==> src/rtl/isps_pkg.sv <==
`default_nettype none
package isps_pkg;
   localparam logic [31:0] ISPS_CTRL_ADDR = 32'hF1000220;
   localparam logic [31:0] ISPS_PARAM_ADDR = 32'hF1000224;
   localparam logic [31:0] ISPS_STEP_ADDR = 32'hF1000228;
   localparam int ISPS_DEPTH = 32;
   localparam int ISPS_PW = 5;
   localparam int ISPS_PRESENCE_BIT = 0;
   localparam int ISPS_WRAP_BIT = 5;
   localparam int ISPS_ENABLE_BIT = 6;
   localparam int ISPS_SETUP_BIT = 7;
   localparam int ISPS_STORE_BIT = 5;
   localparam int ISPS_SSTEP_BIT = 5;
   localparam int ISPS_SRESET_BIT = 6;
   localparam int ISPS_MAXLEN_LSB = 16;
   localparam int ISPS_LEN_LSB = 24;
   localparam int ISPS_MODE_LSB = 8;
   localparam int ISPS_REP_LSB = 16;
   localparam int ISPS_IDX_LSB = 24;
   localparam int ISPS_POS_LSB = 24;
   localparam logic [7:0] ISPS_MODE_IMAGE = 8'h80;
   localparam logic [7:0] ISPS_MODE_EDGE = 8'h82;
   localparam logic [7:0] ISPS_MODE_LEVEL = 8'h84;
   localparam logic [7:0] ISPS_MAX_LEN = 8'h20;
   localparam logic [7:0] ISPS_LEN_RESET = 8'h20;
   localparam logic [7:0] ISPS_REP_ONE = 8'h01;
   localparam logic [1:0] ISPS_SEL_CTRL = 2'h0;
   localparam logic [1:0] ISPS_SEL_PARAM = 2'h1;
   localparam logic [1:0] ISPS_SEL_STEP = 2'h2;
   localparam logic [1:0] ISPS_SEL_NONE = 2'h3;

   typedef struct packed {
      logic [7:0] mode;
      logic [7:0] repeat_n;
   } isps_meta_t;

   typedef struct packed {
      logic valid;
      logic write;
      logic [1:0] sel;
   } isps_dphase_t;
endpackage
`default_nettype wire

==> src/rtl/isps_stepper.sv <==
// Our own choice: the AHB-Lite register port.
`default_nettype none
module isps_stepper
   import isps_pkg::*;
#(
   parameter int PW = 64
)
(
   // clock and reset
   input wire logic clk_sys,
   input wire logic rst_n,
   // ahb-lite slave
   input wire logic hsel,
   input wire logic [31:0] haddr,
   input wire logic [1:0] htrans,
   input wire logic hwrite,
   input wire logic [2:0] hsize,
   input wire logic [31:0] hwdata,
   input wire logic hready,
   output logic hreadyout,
   output logic [31:0] hrdata,
   output logic hresp,
   // camera timing, same clock
   input wire logic integ_start,
   input wire logic capture_start,
   input wire logic [PW-1:0] live_params,
   // input line assignment
   input wire logic step_line_a_used,
   input wire logic step_line_b_used,
   input wire logic reset_line_used,
   // external input pins
   input wire logic step_line_a,
   input wire logic step_line_b,
   input wire logic reset_line,
   // image parameters and status
   output logic [PW-1:0] active_params,
   output logic sequence_running,
   output logic [ISPS_PW-1:0] pointer_position
);

   // register bus
   isps_dphase_t dphase_reg;
   logic [31:0] hrdata_reg;
   logic addr_phase;
   logic [1:0] addr_sel;
   logic [31:0] read_mux;
   logic wr_ctrl;
   logic wr_param;
   logic wr_step;

   // control state
   logic wrap_flag_reg;
   logic enable_reg;
   logic setup_flag_reg;
   logic [7:0] programmed_length_reg;
   logic [7:0] step_source_code_reg;
   logic [7:0] repeat_count_reg;
   logic [7:0] entry_index_reg;

   // entry stores
   logic [PW-1:0] params_mem [ISPS_DEPTH];
   isps_meta_t meta_mem [ISPS_DEPTH];

   // pin synchronisers
   logic [2:0] pin_raw;
   logic [2:0] pin_meta_reg;
   logic [2:0] pin_sync_reg;
   logic step_prev_reg;
   logic reset_prev_reg;
   logic step_level;
   logic step_rise;
   logic reset_rise;

   // stepping engine
   logic [ISPS_PW-1:0] ptr_reg;
   logic [ISPS_PW-1:0] ptr_next;
   logic [7:0] rep_used_reg;
   logic [7:0] rep_used_next;
   logic [7:0] rep_target;
   logic [ISPS_PW-1:0] last_idx;
   isps_meta_t cur_meta;
   logic is_edge;
   logic is_level;
   logic running;
   logic soft_step;
   logic soft_pointer_reset;
   logic restart;
   logic advance;

   // ---------------- ahb-lite slave ----------------
   assign addr_phase = hsel & hready & htrans[1];

   always_comb
   begin
      unique case (haddr)
         ISPS_CTRL_ADDR: addr_sel = ISPS_SEL_CTRL;
         ISPS_PARAM_ADDR: addr_sel = ISPS_SEL_PARAM;
         ISPS_STEP_ADDR: addr_sel = ISPS_SEL_STEP;
         default: addr_sel = ISPS_SEL_NONE;
      endcase
   end

   // only whole-word transfers are issued, so hsize is not decoded
   always_ff @(posedge clk_sys or negedge rst_n)
   begin
      if (!rst_n)
      begin
         dphase_reg <= '0;
      end
      else
      begin
         dphase_reg.valid <= addr_phase;
         dphase_reg.write <= hwrite;
         dphase_reg.sel <= addr_sel;
      end
   end

   assign wr_ctrl = dphase_reg.valid & dphase_reg.write & (dphase_reg.sel == ISPS_SEL_CTRL);
   assign wr_param = dphase_reg.valid & dphase_reg.write & (dphase_reg.sel == ISPS_SEL_PARAM);
   assign wr_step = dphase_reg.valid & dphase_reg.write & (dphase_reg.sel == ISPS_SEL_STEP);

   always_comb
   begin
      read_mux = 32'h0000_0000;
      unique case (addr_sel)
         ISPS_SEL_CTRL:
         begin
            read_mux[ISPS_PRESENCE_BIT] = 1'b1;
            read_mux[ISPS_WRAP_BIT] = wrap_flag_reg;
            read_mux[ISPS_ENABLE_BIT] = enable_reg;
            read_mux[ISPS_SETUP_BIT] = setup_flag_reg;
            read_mux[ISPS_MAXLEN_LSB +: 8] = ISPS_MAX_LEN;
            read_mux[ISPS_LEN_LSB +: 8] = programmed_length_reg;
         end
         ISPS_SEL_PARAM:
         begin
            // store_entry always reads back zero
            read_mux[ISPS_MODE_LSB +: 8] = step_source_code_reg;
            read_mux[ISPS_REP_LSB +: 8] = repeat_count_reg;
            read_mux[ISPS_IDX_LSB +: 8] = entry_index_reg;
         end
         ISPS_SEL_STEP:
         begin
            read_mux[ISPS_PRESENCE_BIT] = 1'b1;
            read_mux[ISPS_POS_LSB +: ISPS_PW] = ptr_reg;
         end
         default: read_mux = 32'h0000_0000;
      endcase
   end

   // read data prepared in the address phase: zero wait states
   always_ff @(posedge clk_sys or negedge rst_n)
   begin
      if (!rst_n)
      begin
         hrdata_reg <= 32'h0000_0000;
      end
      else if (addr_phase && !hwrite)
      begin
         hrdata_reg <= read_mux;
      end
   end

   assign hrdata = hrdata_reg;
   assign hreadyout = 1'b1;
   assign hresp = 1'b0;

   // ---------------- control registers ----------------
   always_ff @(posedge clk_sys or negedge rst_n)
   begin
      if (!rst_n)
      begin
         wrap_flag_reg <= 1'b0;
         enable_reg <= 1'b0;
         setup_flag_reg <= 1'b0;
         programmed_length_reg <= ISPS_LEN_RESET;
      end
      else if (wr_ctrl)
      begin
         wrap_flag_reg <= hwdata[ISPS_WRAP_BIT];
         enable_reg <= hwdata[ISPS_ENABLE_BIT];
         setup_flag_reg <= hwdata[ISPS_SETUP_BIT];
         programmed_length_reg <= hwdata[ISPS_LEN_LSB +: 8];
      end
   end

   always_ff @(posedge clk_sys or negedge rst_n)
   begin
      if (!rst_n)
      begin
         step_source_code_reg <= ISPS_MODE_IMAGE;
         repeat_count_reg <= 8'h00;
         entry_index_reg <= 8'h00;
      end
      else if (wr_param)
      begin
         step_source_code_reg <= hwdata[ISPS_MODE_LSB +: 8];
         repeat_count_reg <= hwdata[ISPS_REP_LSB +: 8];
         entry_index_reg <= hwdata[ISPS_IDX_LSB +: 8];
      end
   end

   // ---------------- entry stores ----------------
   // indices beyond the depth are dropped rather than aliased
   always_ff @(posedge clk_sys)
   begin
      if (wr_param && hwdata[ISPS_STORE_BIT]
          && (hwdata[ISPS_IDX_LSB +: 8] < 8'(ISPS_DEPTH)))
      begin
         params_mem[hwdata[ISPS_IDX_LSB +: ISPS_PW]] <= live_params;
      end
   end

   always_ff @(posedge clk_sys or negedge rst_n)
   begin
      if (!rst_n)
      begin
         for (int i = 0; i < ISPS_DEPTH; i++)
         begin
            meta_mem[i] <= '{mode: ISPS_MODE_IMAGE, repeat_n: 8'h00};
         end
      end
      else if (wr_param && hwdata[ISPS_STORE_BIT]
               && (hwdata[ISPS_IDX_LSB +: 8] < 8'(ISPS_DEPTH)))
      begin
         meta_mem[hwdata[ISPS_IDX_LSB +: ISPS_PW]] <=
            '{mode: hwdata[ISPS_MODE_LSB +: 8], repeat_n: hwdata[ISPS_REP_LSB +: 8]};
      end
   end

   // ---------------- input pins ----------------
   assign pin_raw = {reset_line, step_line_b, step_line_a};

   generate
      for (genvar g = 0; g < 3; g++)
      begin : g_sync
         always_ff @(posedge clk_sys or negedge rst_n)
         begin
            if (!rst_n)
            begin
               pin_meta_reg[g] <= 1'b0;
               pin_sync_reg[g] <= 1'b0;
            end
            else
            begin
               pin_meta_reg[g] <= pin_raw[g];
               pin_sync_reg[g] <= pin_meta_reg[g];
            end
         end
      end
   endgenerate

   // no assigned line gives a low step input: edge and level entries then step by software only
   assign step_level = (pin_sync_reg[0] | ~step_line_a_used)
      & (pin_sync_reg[1] | ~step_line_b_used)
      & (step_line_a_used | step_line_b_used);

   always_ff @(posedge clk_sys or negedge rst_n)
   begin
      if (!rst_n)
      begin
         step_prev_reg <= 1'b0;
         reset_prev_reg <= 1'b0;
      end
      else
      begin
         step_prev_reg <= step_level;
         reset_prev_reg <= pin_sync_reg[2] & reset_line_used;
      end
   end

   assign step_rise = step_level & ~step_prev_reg;
   assign reset_rise = pin_sync_reg[2] & reset_line_used & ~reset_prev_reg;

   // ---------------- stepping engine ----------------
   assign running = enable_reg & ~setup_flag_reg;
   assign soft_step = wr_step & hwdata[ISPS_SSTEP_BIT];
   assign soft_pointer_reset = wr_step & hwdata[ISPS_SRESET_BIT];
   assign restart = capture_start | soft_pointer_reset | reset_rise;
   assign cur_meta = meta_mem[ptr_reg];
   assign is_edge = (cur_meta.mode == ISPS_MODE_EDGE);
   assign is_level = (cur_meta.mode == ISPS_MODE_LEVEL);
   assign rep_target = (cur_meta.repeat_n == 8'h00) ? ISPS_REP_ONE : cur_meta.repeat_n;

   // a length of zero gives a one-entry sequence; a length beyond the depth is clamped to the store
   assign last_idx = (programmed_length_reg == 8'h00) ? ISPS_PW'(0)
      : (programmed_length_reg > 8'(ISPS_DEPTH)) ? ISPS_PW'(ISPS_DEPTH - 1)
      : ISPS_PW'(programmed_length_reg - 8'h01);

   // level input is sampled at each image start; on level entries, apart from a software step, the pointer advances only while it is high
   always_comb
   begin
      advance = 1'b0;
      if (running)
      begin
         if (soft_step)
         begin
            advance = 1'b1;
         end
         else if (is_edge)
         begin
            advance = step_rise;
         end
         else if (is_level)
         begin
            advance = step_level & integ_start;
         end
         else
         begin
            advance = integ_start;
         end
      end
   end

   always_comb
   begin
      ptr_next = ptr_reg;
      rep_used_next = rep_used_reg;
      if (restart)
      begin
         ptr_next = '0;
         rep_used_next = 8'h00;
      end
      else if (advance)
      begin
         if (rep_used_reg + 8'h01 < rep_target)
         begin
            rep_used_next = rep_used_reg + 8'h01;
         end
         else
         begin
            rep_used_next = 8'h00;
            if (ptr_reg != last_idx)
            begin
               ptr_next = ptr_reg + ISPS_PW'(1);
            end
            else if (wrap_flag_reg)
            begin
               ptr_next = '0;
            end
            else
            begin
               ptr_next = ptr_reg;
            end
         end
      end
   end

   always_ff @(posedge clk_sys or negedge rst_n)
   begin
      if (!rst_n)
      begin
         ptr_reg <= '0;
         rep_used_reg <= 8'h00;
      end
      else
      begin
         ptr_reg <= ptr_next;
         rep_used_reg <= rep_used_next;
      end
   end

   // running, parameters change only at image start so a frame never mixes sets; stopped, they follow live_params
   always_ff @(posedge clk_sys or negedge rst_n)
   begin
      if (!rst_n)
      begin
         active_params <= '0;
      end
      else if (!running)
      begin
         active_params <= live_params;
      end
      else if (integ_start)
      begin
         active_params <= params_mem[ptr_reg];
      end
   end

   always_ff @(posedge clk_sys or negedge rst_n)
   begin
      if (!rst_n)
      begin
         sequence_running <= 1'b0;
         pointer_position <= '0;
      end
      else
      begin
         sequence_running <= running;
         pointer_position <= ptr_next;
      end
   end

endmodule
`default_nettype wire

==> config.mk <==
export PLATFORM = sky130hd
export DESIGN_NAME = isps_stepper
export DESIGN_NICKNAME = d
export VERILOG_FILES = /design/src/rtl/isps_pkg.sv /design/src/rtl/isps_stepper.sv
export SDC_FILE = /design/constraint.sdc
export NUM_CORES = 2
export LEC_CHECK = 0
export CORE_UTILIZATION = 45
export DETAILED_ROUTE_END_ITERATION = 8
export DONT_BUFFER_PORTS = 1
export HOLD_SLACK_MARGIN = 0.12
export PLACE_DENSITY_LB_ADDON = 0.12
export REMOVE_ABC_BUFFERS = 1
export SETUP_SLACK_MARGIN = 0.02
export SLEW_MARGIN = 20
export SYNTH_ARGS = -nofsm -noshare
export SYNTH_HDL_FRONTEND = slang
export SYNTH_SLANG_ARGS = --single-unit
==> constraint.sdc <==
create_clock -name clk_sys -period 4.3 [get_ports clk_sys]
set_input_delay 0 -clock clk_sys [delete_from_list [all_inputs] [get_ports clk_sys]]
set_output_delay 0 -clock clk_sys [all_outputs]
set_load 0.02 [all_outputs]
==> flow_metrics.env <==
export IMPL_reg2reg_slack_ns=0.25
export IMPL_pre_cts_ws_ns=0.374
export IMPL_path_buf_inv=4
export IMPL_status="finished, final reports clean"
export IMPL_synthArstFlopShare=0.245
export IMPL_nets=6164
export IMPL_clkSlewWorstSetupHoldPaths_ns=0.06
export IMPL_htreeDepth=5
export IMPL_cap_violations=0
export IMPL_syn_area_per_cell_um2=19.3
export IMPL_drtIter0Drc=5624
export IMPL_die_h_um=490
export IMPL_cts_buffer_depth=4
export IMPL_yosysTopAreaCell="edfxtp_1"
export IMPL_synth_cell_types=77
export IMPL_synth_edff_count=2048
export IMPL_synthCells=5552
export IMPL_setup_slack_ns=0.245
export IMPL_synth_area_leaders="edfxtp_1 57%, mux4_2 15%, dfrtp_1 15%, mux2_2 4.4%, nand2_1 2.2%"
export IMPL_ys_flop_type="edfxtp_1"
export IMPL_worst_setup_path_start_kind="flip-flop"
export IMPL_vdd_drop_max_mv=0.327
export IMPL_rows=178
export IMPL_portBuffers=0
export IMPL_initial_core_util=0.455
export IMPL_ant_nets=0
export IMPL_remaining_drc_errors=0
export IMPL_die_area_um2=241000
export IMPL_final_hold_viol_count=0
export IMPL_cp_slowest_stage_delay_ns=0.57
export IMPL_grt_pass1_vias=57353
export IMPL_ys_seq_area_frac=0.728
export IMPL_clk_latency_ns=0.94
export IMPL_core_area_um2=236000
export IMPL_post_cts_buffers=0
export IMPL_io_pins=250
export IMPL_syn2layout_area_growth_pct=16.9
export IMPL_cp_required_ns=5.08
export IMPL_fp_dieW_um=490
export IMPL_groute_usage_overall=0.242
export IMPL_yosysTopAreaCellShare=0.573
export IMPL_fmax_mhz=247
export IMPL_overflow=0
export IMPL_final_layout_size_suffix_gt1_frac=0.309
export IMPL_worst_pin_slew_ns=1.27
export IMPL_syn_area_um2=107000
export IMPL_p_leak_nw=43.6
export IMPL_viasPerCell=5.92
export IMPL_wl_um=291000
export IMPL_largest_register_ffs=2048
export IMPL_num_vias=55636
export IMPL_finalCritPeriodShare=0.943
export IMPL_slew_headroom=0.154
export IMPL_cts_root_buf="clkbuf_16"
export IMPL_total_power_mw=54.7
export IMPL_critPathKind="flip-flop to flip-flop"
export IMPL_cts_buffers=306
export IMPL_hpwl_um=147000
export IMPL_power_density_nw_per_um2=436
export IMPL_firstDrtPassIters=5
export IMPL_cts_sinks=2713
export IMPL_grt_pass1_wl_um=419000
export IMPL_crit_family="buffers and inverters"
export IMPL_rsz0062_at_grt="false"
export IMPL_finalSetupViolCount=0
export IMPL_antenna_found_initial=16
export IMPL_report_final_slew_viol_count=0
export IMPL_wl_per_cell_um=31.0
export IMPL_finalCriticalPeriod_ns=4.05
export IMPL_synth_warning_count=0
export IMPL_grt_max_degree=666
export IMPL_end_kind="flip-flop"
export IMPL_final_fill_count=18453
export IMPL_routabilityCongestion=0.800
export IMPL_cp_max_fo=126
export IMPL_hold_path_class="input pin to flip-flop"
export IMPL_synth_seq_cells=2713
export IMPL_skew_ns=0.0384
export IMPL_slowest_stage="dfrtp_4"
export IMPL_critical_path_arrival_ns=4.83
export IMPL_cts_tree="yes"
export IMPL_path_cells="buf_4 -> buf_4 -> buf_12 -> mux4_2 -> mux4_2 -> nand2_1 -> nand3_1 -> o21ai_0 -> dlygate4sd3_1 -> o21ai_0"
[cell usage after synthesis (all sizes together) (10+ instances only)]
master,number
mux4,707
a22oi,24
mux2,425
nor4b,25
dfrtp,631
nor2b,10
nor3,16
edfxtp,2048
a22o,18
nor2,88
buf,134
a211oi,14
a21oi,21
or3,11
mux2i,58
nand2,644
ha,11
clkbuf,217
nor4,17
dfstp,34
nand3,94
o21ai,148
inv,19
[final timing paths]
| check | cells past startpoint | startpoint | endpoint |
|---|---|---|---|
| worst max-delay path | 10 | pointer_position[1]$_DFFE_PN0P_ | active_params[18]$_DFFE_PN0P_ |
| worst min-delay path | 4 | live_params[2] | active_params[2]$_DFFE_PN0P_ |
| worst max register to register | 10 | pointer_position[1]$_DFFE_PN0P_ | active_params[18]$_DFFE_PN0P_ |
| worst min register to register | 0 | pin_meta_reg[1]$_DFF_PN0_ | pin_sync_reg[1]$_DFF_PN0_ |
| max in group asynchronous | 5 | rst_n | active_params[63]$_DFFE_PN0P_ |
| min in group asynchronous | 4 | rst_n | meta_mem[124]$_DFFE_PN0P_ |
[worst min-delay path, stage by stage]
cell           delay, ns
dlygate4sd3_1       0.55
buf_2               0.30
nand2_1             0.11
o21ai_0             0.07
[cell families after synthesis]
family	after synthesis	synth area share
XOR/XNOR	10	0.000816
other	2	0.0000700
buffers and inverters	374	0.0151
multiplexers	1190	0.198
adder cells (fa/ha/maj)	11	0.00128
flip-flops	2713	0.728
AND/OR/NAND/NOR	965	0.0390
AO/OA/AOI/OAI	287	0.0171
[final cells by class]
type	count	area, µm²	share of cell area
multi-input combinational	2469	27800	0.222
inverter	23	156	0.00125
tap	3150	3940	0.0314
clock inverter	107	1110	0.00887
timing repair buffer	494	5720	0.0456
sequential	2713	78200	0.623
clock buffer	428	8510	0.0678
antenna	9	22.5	0.000179
[what timing repair did]
action / 4_1_cts / 5_1_grt
setup endpoints to repair: 0 / 17
hold buffers: 270 / 39
gates resized for setup: 0 / 13
endpoints found under the hold margin: 4865 / 1572
[power by group]
part / internal [mW] / switching, mW / leakage (nW)
combinational: 0.300 / 0.741 / 11.6
clock: 15.1 / 10.2 / 4.70
sequential: 28.3 / 0.0928 / 27.3
[metal layers]
metal / routed length (µm) / global-route usage
met5: 49 / 0
met4: 6910 / 0.0665
met3: 19300 / 0.0506
met2: 141000 / 0.388
met1: 124000 / 0.339
[cell usage in the layout (no fill, tap or decap), types with 24 or more instances in the layout]
cell type      Yosys  routed
nand3_1           93      93
nor2_1            88      50
nor4b_1           25      25
nand2_1          643     643
mux2i_1           58      58
dfrtp_1          631     626
a22oi_1           24      24
mux4_2           707     707
buf_4             11     116
mux2_2           424     424
buf_2             77      39
dfstp_2           34      34
clkbuf_16          0     313
clkbuf_1         217      89
clkbuf_8           0      27
buf_12             0     109
nor2_4             0      25
edfxtp_1        2048    2048
dlygate4sd3_1      0     219
o21ai_0          145     145
clkinv_2           0      36
clkinv_1           4      31
[stage by stage]
| step | hold slack (ns) | instances | TNS, ns | utilization | cell area (µm²) |
|---|---|---|---|---|---|
| 2_1_floorplan | -0.296 | 5205 | -2851.32 | - | 106000 |
| 3_3_place_gp | -0.222 | 8534 | 0 | 0.475 | 112000 |
| 3_5_place_dp | -0.226 | 8535 | 0 | 0.475 | 112000 |
| 4_1_cts | -1.23 | 9340 | 0 | 0.530 | 125000 |
| 5_1_grt | 0.139 | 9390 | 0 | 0.531 | 125000 |
| 6_report | 0.131 | 9393 | 0 | 0.531 | 125000 |
Power figures use the tool's default switching activity.
